===== config.mk =====
export PLATFORM = sky130hd
export DESIGN_NAME = upfp_port
export DESIGN_NICKNAME = d
export VERILOG_FILES = /design/src/rtl/upfp_pkg.sv /design/src/rtl/upfp_port.sv
export VERILOG_INCLUDE_DIRS = /design/src /design/src/rtl
export SDC_FILE = /design/constraint.sdc
export NUM_CORES = 2
export LEC_CHECK = 0
export CORE_ASPECT_RATIO = 1.2
export CORE_MARGIN = 5
export CORE_UTILIZATION = 51
export CTS_BUF_LIST = sky130_fd_sc_hd__clkbuf_8 sky130_fd_sc_hd__clkbuf_16
export DETAILED_ROUTE_END_ITERATION = 16
export DONT_BUFFER_PORTS = 1
export HOLD_SLACK_MARGIN = 0.06
export PLACE_DENSITY = 0.66
export SLEW_MARGIN = 25
export SYNTH_ARGS = -nofsm -noshare
export SYNTH_HDL_FRONTEND = slang
export SYNTH_SLANG_ARGS = --single-unit

===== constraint.sdc =====
create_clock -name aclk -period 14.32 [get_ports aclk]
set_input_delay 0.716 -clock aclk [delete_from_list [all_inputs] [get_ports aclk]]
set_output_delay 0.716 -clock aclk [all_outputs]
set_load 0.02 [all_outputs]

===== src/rtl/upfp_defs.svh =====
// Constants for the parallel FIFO port: offsets, fields, sizes and timing counts
`ifndef UPFP_DEFS_SVH
`define UPFP_DEFS_SVH
`define UPFP_CLK_MHZ        250
`define UPFP_RX_DEPTH       128
`define UPFP_TX_DEPTH       384
`define UPFP_RG_TIME_US     5000
`define UPFP_RG_CYCLES      (`UPFP_RG_TIME_US * `UPFP_CLK_MHZ)
`define UPFP_OSC_MHZ        6
`define UPFP_OSC_HALF       (`UPFP_CLK_MHZ / (2 * `UPFP_OSC_MHZ))
`define UPFP_REG_CTRL       8'h00
`define UPFP_REG_STATUS     8'h04
`define UPFP_REG_RX_PUSH    8'h08
`define UPFP_REG_TX_POP     8'h0c
`define UPFP_REG_EVENT      8'h10
`define UPFP_REG_IDENT      8'h14
`define UPFP_CTRL_CONFIG    0
`define UPFP_CTRL_SUSPEND   1
`define UPFP_CTRL_WAKE_EN   2
`define UPFP_EVT_RESUME     0
`define UPFP_EVT_FLUSH      1
`define UPFP_ST_CLK48       28
`define UPFP_ST_ALT_PID     29
`define UPFP_ST_TEST        30
`define UPFP_ST_POWER_N     31
`define UPFP_PID_NORMAL     16'h1234
`define UPFP_PID_ALT        16'h1235
`define UPFP_RESP_OKAY      2'b00
`define UPFP_RESP_SLVERR    2'b10
`endif


===== src/rtl/upfp_pkg.sv =====
// Types shared by the parallel FIFO port
package upfp_pkg;
  // Two-field form (value and output enable) of a two-way or open-drain pin driven by the block
  typedef struct packed {
    logic [7:0] data;
    logic       oe;
  } upfp_bus_t;
  typedef struct packed {
    logic level;
    logic oe;
  } upfp_od_t;
  // Reset generator output phases
  typedef enum logic [1:0] {
    RG_HIZ,
    RG_LOW,
    RG_HIGH
  } upfp_rg_t;
endpackage


===== src/rtl/upfp_port.sv =====
// Parallel FIFO port with receive and transmit buffers, power and reset control
`timescale 1ns/10ps
`default_nettype none
`include "upfp_defs.svh"

// Notes on behaviour
// Data bus driven with the current receive byte only while read strobe is low.
// Read strobe rising edge advances to the next receive byte if any.
// Write strobe falling edge captures the bus byte into the transmit buffer.
// Transmit-space flag high when no room; outside logic writes only when low.
// Receive-available flag low only with data; outside logic reads only then.
// Power enable low once configured, high while suspended.
// Suspended with wake enabled: low pulse on flush/wake raises a resume request.
// Not suspended: low pulse on flush/wake flushes the transmit buffer next bulk-IN; here it only sets the flush event bit for software.
// External reset low resets the block and drives the reset output low; the control register and AXI side keep their state.
// Reset output stays undriven about 5 ms after start, then drives high.
// A USB bus reset never touches the reset output.
// Select strap low chooses 48 MHz mode, unpulled chooses 6 MHz mode.
// Memory clock strap low reports the alternate product identifier.
// Oscillator output stops toggling while suspended.
// Test input must be low for normal use; high enters test mode.
// Receive buffer holds up to 128 bytes.
// Transmit buffer holds up to 384 bytes.
// Outside logic synchronises the two status flags before use.
module upfp_port #(
  parameter int unsigned RG_CYCLES = `UPFP_RG_CYCLES
) (
  input  wire logic              aclk,
  input  wire logic              aresetn,
  input  wire logic [7:0]        s_axi_awaddr,
  input  wire logic              s_axi_awvalid,
  output logic                   s_axi_awready,
  input  wire logic [31:0]       s_axi_wdata,
  input  wire logic [3:0]        s_axi_wstrb,
  input  wire logic              s_axi_wvalid,
  output logic                   s_axi_wready,
  output logic [1:0]             s_axi_bresp,
  output logic                   s_axi_bvalid,
  input  wire logic              s_axi_bready,
  input  wire logic [7:0]        s_axi_araddr,
  input  wire logic              s_axi_arvalid,
  output logic                   s_axi_arready,
  output logic [31:0]            s_axi_rdata,
  output logic [1:0]             s_axi_rresp,
  output logic                   s_axi_rvalid,
  input  wire logic              s_axi_rready,
  input  wire logic [7:0]        data_i,
  output upfp_pkg::upfp_bus_t    data_out,
  input  wire logic              rd_n,
  input  wire logic              wr,
  output logic                   tx_space_n,
  output logic                   rx_avail_n,
  output logic                   bus_power_on_n,
  input  wire logic              flush_or_wake_n,
  input  wire logic              ext_reset_n,
  output upfp_pkg::upfp_od_t     reset_generator_out_n,
  input  wire logic              cfg_mem_select,
  input  wire logic              cfg_mem_clock,
  output logic                   osc_out,
  input  wire logic              test_mode
);
  import upfp_pkg::*;

  localparam int unsigned RXD = `UPFP_RX_DEPTH;
  localparam int unsigned TXD = `UPFP_TX_DEPTH;

  // Pin synchronisers, second stage and one more for edge detection
  logic [7:0] dat_s1_r, dat_s2_r;
  logic [5:0] pin_s1_r, pin_s2_r, pin_d_r;
  always_ff @(posedge aclk) begin
    if (!aresetn) begin
      dat_s1_r <= 8'h00;
      dat_s2_r <= 8'h00;
      pin_s1_r <= 6'h0f; // Idle levels, so no false edge follows reset
      pin_s2_r <= 6'h0f;
      pin_d_r  <= 6'h0f;
    end else begin
      dat_s1_r <= data_i;
      dat_s2_r <= dat_s1_r;
      pin_s1_r <= {test_mode, wr, rd_n, flush_or_wake_n, ext_reset_n, cfg_mem_select};
      pin_s2_r <= pin_s1_r;
      pin_d_r  <= pin_s2_r;
    end
  end
  // Order: 5 test, 4 wr, 3 rd_n, 2 flush/wake, 1 ext reset, 0 select strap
  logic test_s, rd_s, ext_low, rd_rise, wr_fall, fw_fall, dev_rst;
  assign test_s  = pin_s2_r[5];
  assign rd_s    = pin_s2_r[3];
  assign ext_low = !pin_s2_r[1];
  assign rd_rise = pin_s2_r[3] && !pin_d_r[3];
  assign wr_fall = !pin_s2_r[4] && pin_d_r[4];
  assign fw_fall = !pin_s2_r[2] && pin_d_r[2];
  assign dev_rst = !aresetn || ext_low;

  // Software-side control standing in for the USB engine
  logic configured_r, suspended_r, wake_en_r;
  logic resume_r, flush_r;
  logic clk48_r, alt_pid_r, cfg_clk_s1_r, cfg_clk_s2_r, sel_s1_r, sel_s2_r;

  // Receive buffer, filled by software, drained by the read strobe
  logic [7:0] rx_mem_r [RXD];
  logic [6:0] rx_wp_r, rx_rp_r;
  logic [7:0] rx_cnt_r;
  logic       rx_push, rx_pop;
  assign rx_pop = rd_rise && (rx_cnt_r != 8'd0) && !test_s;
  always_ff @(posedge aclk) begin
    if (dev_rst) begin
      rx_wp_r  <= 7'd0;
      rx_rp_r  <= 7'd0;
      rx_cnt_r <= 8'd0;
    end else begin
      if (rx_push) begin
        rx_mem_r[rx_wp_r] <= w_data_r[7:0];
        rx_wp_r <= rx_wp_r + 7'd1; // Power of two depth wraps by itself, see
      end
      if (rx_pop)
        rx_rp_r <= rx_rp_r + 7'd1;
      rx_cnt_r <= rx_cnt_r + {7'd0, rx_push} - {7'd0, rx_pop};
    end
  end

  // Transmit buffer, filled by the write strobe, drained by software
  logic [7:0] tx_mem_r [TXD];
  logic [8:0] tx_wp_r, tx_rp_r, tx_cnt_r;
  logic       tx_push, tx_pop;
  assign tx_push = wr_fall && (tx_cnt_r != 9'(TXD)) && !test_s;
  always_ff @(posedge aclk) begin
    if (dev_rst) begin
      tx_wp_r  <= 9'd0;
      tx_rp_r  <= 9'd0;
      tx_cnt_r <= 9'd0;
    end else begin
      if (tx_push) begin
        tx_mem_r[tx_wp_r] <= dat_s2_r;
        tx_wp_r <= (tx_wp_r == 9'(TXD - 1)) ? 9'd0 : tx_wp_r + 9'd1;
      end
      if (tx_pop)
        tx_rp_r <= (tx_rp_r == 9'(TXD - 1)) ? 9'd0 : tx_rp_r + 9'd1;
      tx_cnt_r <= tx_cnt_r + {8'd0, tx_push} - {8'd0, tx_pop};
    end
  end

  // FIFO pins; flags held inactive during reset and test mode
  always_ff @(posedge aclk) begin
    if (dev_rst) begin
      data_out   <= '0;
      tx_space_n <= 1'b1;
      rx_avail_n <= 1'b1;
    end else begin
      data_out.oe   <= !rd_s && !test_s;
      data_out.data <= rx_mem_r[rx_rp_r];
      tx_space_n    <= test_s || (tx_cnt_r + {8'd0, tx_push} >= 9'(TXD));
      rx_avail_n    <= test_s || (rx_cnt_r - {7'd0, rx_pop} == 8'd0);
    end
  end

  // Power enable follows configuration and suspend
  always_ff @(posedge aclk) begin
    if (dev_rst)
      bus_power_on_n <= 1'b1;
    else
      bus_power_on_n <= !configured_r || suspended_r;
  end

  // Straps caught while reset is held; own unreset synchronisers, since the
  // shared pin stages sit at their reset value for the whole reset
  always_ff @(posedge aclk) begin
    cfg_clk_s1_r <= cfg_mem_clock;
    cfg_clk_s2_r <= cfg_clk_s1_r;
    sel_s1_r     <= cfg_mem_select;
    sel_s2_r     <= sel_s1_r;
    if (dev_rst) begin
      clk48_r   <= !sel_s2_r;
      alt_pid_r <= !cfg_clk_s2_r;
    end
  end

  // Oscillator copy, a free divider that freezes in suspend
  logic [4:0] osc_cnt_r;
  always_ff @(posedge aclk) begin
    if (dev_rst) begin
      osc_cnt_r <= 5'd0;
      osc_out   <= 1'b0;
    end else if (!suspended_r) begin
      if (osc_cnt_r == 5'(`UPFP_OSC_HALF - 1)) begin
        osc_cnt_r <= 5'd0;
        osc_out   <= !osc_out;
      end else begin
        osc_cnt_r <= osc_cnt_r + 5'd1;
      end
    end
  end

  // Reset generator; only power-on and the external reset reach it, see
  upfp_rg_t   rg_r;
  logic [20:0] rg_cnt_r;
  always_ff @(posedge aclk) begin
    if (!aresetn) begin
      rg_r     <= RG_HIZ;
      rg_cnt_r <= 21'd0;
    end else if (ext_low) begin
      rg_r     <= RG_LOW;
      rg_cnt_r <= 21'd0;
    end else if (rg_r != RG_HIGH) begin
      if (rg_cnt_r == 21'(RG_CYCLES - 1))
        rg_r <= RG_HIGH;
      else
        rg_cnt_r <= rg_cnt_r + 21'd1;
    end
  end
  always_ff @(posedge aclk) begin
    if (!aresetn) begin
      reset_generator_out_n <= '0;
    end else begin
      unique case (rg_r)
        RG_HIZ:  reset_generator_out_n <= '{level: 1'b0, oe: 1'b0};
        RG_LOW:  reset_generator_out_n <= '{level: 1'b0, oe: 1'b1};
        RG_HIGH: reset_generator_out_n <= '{level: 1'b1, oe: 1'b1};
        default: reset_generator_out_n <= '{level: 1'b0, oe: 1'b1};
      endcase
    end
  end

  // AXI4-Lite write: address and data in either order, response after both
  logic [7:0] aw_addr_r;
  logic       aw_have_r, w_have_r;
  logic [31:0] w_data_r;
  logic       wr_go;
  assign wr_go   = aw_have_r && w_have_r && !s_axi_bvalid;
  assign rx_push = wr_go && (aw_addr_r == `UPFP_REG_RX_PUSH) && (rx_cnt_r != 8'(RXD))
                   && !dev_rst;
  always_ff @(posedge aclk) begin
    if (!aresetn) begin
      aw_have_r     <= 1'b0;
      w_have_r      <= 1'b0;
      aw_addr_r     <= 8'h00;
      w_data_r      <= 32'h0;
      s_axi_awready <= 1'b0;
      s_axi_wready  <= 1'b0;
      s_axi_bvalid  <= 1'b0;
      s_axi_bresp   <= `UPFP_RESP_OKAY;
    end else begin
      s_axi_awready <= !aw_have_r && !(s_axi_awvalid && s_axi_awready);
      s_axi_wready  <= !w_have_r && !(s_axi_wvalid && s_axi_wready);
      if (s_axi_awvalid && s_axi_awready) begin
        aw_have_r <= 1'b1;
        aw_addr_r <= s_axi_awaddr;
      end
      if (s_axi_wvalid && s_axi_wready) begin
        w_have_r <= 1'b1;
        w_data_r <= s_axi_wdata;
      end
      if (wr_go) begin
        aw_have_r    <= 1'b0;
        w_have_r     <= 1'b0;
        s_axi_bvalid <= 1'b1;
        unique case (aw_addr_r)
          `UPFP_REG_CTRL, `UPFP_REG_EVENT:
            s_axi_bresp <= `UPFP_RESP_OKAY;
          `UPFP_REG_RX_PUSH:
            s_axi_bresp <= rx_push ? `UPFP_RESP_OKAY : `UPFP_RESP_SLVERR;
          default:
            s_axi_bresp <= `UPFP_RESP_SLVERR;
        endcase
      end else if (s_axi_bready) begin
        s_axi_bvalid <= 1'b0;
      end
    end
  end
  logic ctrl_wr, evt_wr;
  assign ctrl_wr = wr_go && (aw_addr_r == `UPFP_REG_CTRL);
  assign evt_wr  = wr_go && (aw_addr_r == `UPFP_REG_EVENT);

  // Control register; low byte lane only
  always_ff @(posedge aclk) begin
    if (!aresetn) begin
      configured_r <= 1'b0;
      suspended_r  <= 1'b0;
      wake_en_r    <= 1'b0;
    end else if (ctrl_wr) begin
      configured_r <= w_data_r[`UPFP_CTRL_CONFIG];
      suspended_r  <= w_data_r[`UPFP_CTRL_SUSPEND];
      wake_en_r    <= w_data_r[`UPFP_CTRL_WAKE_EN];
    end
  end

  // Sticky events, write one to clear; a new event beats the clear
  always_ff @(posedge aclk) begin
    if (dev_rst) begin
      resume_r <= 1'b0;
      flush_r  <= 1'b0;
    end else begin
      if (fw_fall && suspended_r && wake_en_r)
        resume_r <= 1'b1;
      else if (evt_wr && w_data_r[`UPFP_EVT_RESUME])
        resume_r <= 1'b0;
      if (fw_fall && !suspended_r)
        flush_r <= 1'b1;
      else if (evt_wr && w_data_r[`UPFP_EVT_FLUSH])
        flush_r <= 1'b0;
    end
  end

  // AXI4-Lite read: one-cycle answer; the pop register drains the transmit buffer
  logic ar_hs;
  assign ar_hs  = s_axi_arvalid && s_axi_arready;
  assign tx_pop = ar_hs && (s_axi_araddr == `UPFP_REG_TX_POP) && (tx_cnt_r != 9'd0)
                  && !dev_rst;
  always_ff @(posedge aclk) begin
    if (!aresetn) begin
      s_axi_arready <= 1'b0;
      s_axi_rvalid  <= 1'b0;
      s_axi_rdata   <= 32'h0;
      s_axi_rresp   <= `UPFP_RESP_OKAY;
    end else begin
      s_axi_arready <= !s_axi_rvalid && !ar_hs;
      if (ar_hs) begin
        s_axi_rvalid <= 1'b1;
        s_axi_rresp  <= `UPFP_RESP_OKAY;
        unique case (s_axi_araddr)
          `UPFP_REG_CTRL:
            s_axi_rdata <= {29'h0, wake_en_r, suspended_r, configured_r};
          `UPFP_REG_STATUS:
            s_axi_rdata <= {bus_power_on_n, test_s, alt_pid_r, clk48_r, 3'h0,
                            tx_cnt_r, 8'h00, rx_cnt_r};
          `UPFP_REG_TX_POP:
            s_axi_rdata <= {23'h0, tx_pop, tx_pop ? tx_mem_r[tx_rp_r] : 8'h00};
          `UPFP_REG_EVENT:
            s_axi_rdata <= {30'h0, flush_r, resume_r};
          `UPFP_REG_IDENT: // Identifier values are arbitrary
            s_axi_rdata <= {16'h0, alt_pid_r ? `UPFP_PID_ALT : `UPFP_PID_NORMAL};
          default: begin
            s_axi_rdata <= 32'h0;
            s_axi_rresp <= `UPFP_RESP_SLVERR;
          end
        endcase
      end else if (s_axi_rready) begin
        s_axi_rvalid <= 1'b0;
      end
    end
  end
endmodule
`default_nettype wire


==> results.yml <==
sta:
  slew_violations: 0
  slew_headroom_pct: 19.6
  hold_ws_ns: 0.140
  fin_skew_ns: 0.0797
  setup-tns-final_ns: 0
  hold_violations: 0
  finalSetupViolations: 0
  rsz0062_at_grt: "no"
  fin_crit_sh_pct: 39.7
  worst_pin_slew_ns: 1.20
  fmax_mhz: 176
  fin_crit_ns: 5.68
detailed_routing:
  drtIter0Drc: 10200
  wl_um: 422000
  num_vias: 82800
  wl_per_cell_um: 32.8
  first_pass_iters: 8
  drc: 0
  viasPerCell: 6.44
  postRouteAntennaNets: 0
logic_synthesis:
  synth_cells: 8110
  synthAdderAreaFrac_pct: 0.245
  ys_seq_elements: 4285
  synth_async_sr_flop_share_pct: 0
  synth_top_family_by_area: "multiplexers"
  ys_types: 77
  synthMuxAreaShare_pct: 16.1
  yosysTopAreaCell: "edfxtp_1"
  synth.cell_area_um2: 167000
  syn_avg_cell_area_um2: 20.5
  yosysTopAreaCellShare_pct: 73.8
  synth_area_leaders: "edfxtp_1 (74%), mux4_2 (14%), dfxtp_1 (2.2%)"
  synth_compound_area_share_pct: 2.29
  synthXorXnorAreaFrac_pct: 0.331
  ys.flop_type: "edfxtp_1"
  ys_warn_count: 0
  yosysSeqAreaShare_pct: 76.1
  synth-edff-count: 4098
  yosys.area_share.simple_pct: 3.30
worst_setup_path:
  regToRegSetupSlack_ns: 8.64
  worstPathArrival_ns: 6.19
  cp.required_ns: 14.83
  cp-start-kind: "flop"
  cp-end-kind: "flop"
  r2r_end: "tx_mem_r[108][1]"
  criticalPathCategory: "reg -> reg"
  reg2reg_from: "tx_cnt_r[2]"
  crit_start: "tx_cnt_r[2]"
  cp_max_fo: 16
  worst-r2r-cell-count: 9
power:
  irDropWorstVdd_mv: 0.107
  p_leak_nw: 48.8
  p_per_area_nw_per_um2: 133
clock_tree:
  clock_sinks: 4285
  clkTransAtPathRegs_ns: 0.06
  cts_root_buffer: "clkbuf_16"
  cts_buffer_depth: 4
  cts_tree: "yes"
  postCtsSetupRepairBufs: 0
  ctsHoldBuffers: 35
  cts_resized: 0
  insertion_delay_ns: 0.93
  cts-buffers-inserted: 401
  htreeDepth: 5
placement:
  dp_hpwl_um: 253000
  place.gp.congestion: 0.854
  numPortBuffers: 0
layout:
  final_cell_mix: "edfxtp_1 (4098), mux4_2 (1034), nor2_1 (674)"
  areaGrowthSynthToFinish_pct: 10.6
  fin_nets: 8347
  layout-drive-gt1-share_pct: 21.4
  mostFrequentLayoutCell: "edfxtp_1"
floorplan:
  die-area_um2: 338000
  ios: 130
  die_h_um: 636
  core_um2: 326000
  start_util_pct: 51.1
  die_x_um: 532
  num_rows: 230
hold_path:
  hold_start: "aresetn"
  hold_depth: 2
  min_to: "pin_s2_r[2]"
  hold_path.class: "in -> reg"
global_routing:
  grt.total_usage_pct: 24.5
  overflow: 0
  grt_pass1_vias: 82700
  antenna_found_initial: 24
  grt_max_degree: 237
  grt_pass1_wl_um: 604000
outcome:
  status: "finished clean"
flow_run:
  drv_cap: 0
[stage by stage]
stage	instance area, um2	utilization, %	instances	total power, W	setup slack, ns
floorplan	167000	-	8119	0.0142	8.20
global placement	171000	52.4	12100	0.0143	8.54
detailed placement	171000	52.4	12100	0.0143	8.49
CTS	184000	56.4	12900	0.0247	8.47
global route	184000	56.5	12900	0.0252	8.31
finish	184000	56.5	12900	0.0245	8.64
[worst max-delay path by stage]
stage | slack (ns) | to
floorplan | 8.20 | tx_mem_r[0][0]
global placement | 8.54 | data_out[7]
detailed placement | 8.49 | data_out[2]
CTS | 8.47 | data_out[2]
global route | 8.31 | s_axi_rdata[6]
finish | 8.64 | tx_mem_r[108][1]
[state kept, by name (all words and copies together) (netlist names), 3 cells and up, named ones only]
| name | cells |
|---|---|
| rg_cnt_r | 21 |
| rx_rp_r | 7 |
| data_out | 9 |
| tx_mem_r | 3072 |
| dat_s2_r | 8 |
| s_axi_rdata | 23 |
| rx_wp_r | 7 |
| w_data_r | 8 |
| aw_addr_r | 8 |
| tx_rp_r | 9 |
| pin_s1_r | 5 |
| tx_wp_r | 9 |
| pin_d_r | 3 |
| pin_s2_r | 5 |
| osc_cnt_r | 5 |
| tx_cnt_r | 9 |
| dat_s1_r | 8 |
| rx_mem_r | 1024 |
| rx_cnt_r | 8 |
[final cells by class]
cell class	instances	area (um2)
fillers	23700	142000
flip-flops and latches	4285	127000
multi-input cells	3316	37200
clock buffers	417	10400
well taps	4292	5370
clock inverters	308	2430
repair buffers	195	1780
inverters	42	174
diodes	3	7.51
[cells in the mapped netlist (11+ instances only)]
cell / count
a211oi_1: 33
mux4_2: 1034
a21oi_1: 148
nor2b_1: 24
a22oi_1: 15
and3_1: 21
buf_6: 59
edfxtp_1: 4098
mux2i_1: 327
nor4_1: 16
ha_1: 31
o221ai_1: 107
a32oi_1: 12
nand2_1: 273
and2_1: 41
nand3_1: 77
dfxtp_1: 187
or3_1: 13
clkbuf_1: 199
nor2_1: 678
o22ai_1: 69
mux2_2: 17
xor2_1: 36
nand4_1: 24
nand2b_1: 20
xnor2_1: 27
nor3_1: 47
buf_1: 37
o21ai_0: 66
buf_4: 50
inv_1: 38
buf_2: 125
a31oi_1: 21
o31ai_1: 11
a22o_1: 14
[layer usage]
layer	GRT usage [%]	wire length, um	vias up	share of wire [%]
li1	-	-	33600	-
met1	33.8	160000	44100	38
met5	0	55	-	0.013
met4	8.50	16500	6	3.9
met2	39.4	205000	4233	49
met3	5.24	40200	782	9.5
[critical path, stage by stage (launching register included)]
cell and delay (ns):
dfxtp_1 0.44, or4_1 0.15, nor4_1 0.10, nand3_1 0.13, nand3_1 0.58, inv_1 0.78
nand2_2 0.21, nor3b_4 1.03, nand2_1 0.88, nor2_1 0.95
[logic make-up after synthesis]
group | Yosys count
buffers and inverters | 518
muxes | 1378
and+or+nand+nor | 1272
adders and majority gates | 32
xor gates and xnor gates | 63
AOI/OAI and AO/OA | 561
other | 1
DFF | 4285
[power by group]
| part | internal, W | switching (W) | total, W |
|---|---|---|---|
| Sequential | 0.0137 | 0.0000566 | 0.0137 |
| Clock | 0.00592 | 0.00452 | 0.0104 |
| Combinational | 0.000107 | 0.000240 | 0.000347 |
| Total | 0.0197 | 0.00482 | 0.0245 |
Note: power is estimated with default switching activity, not from simulation.
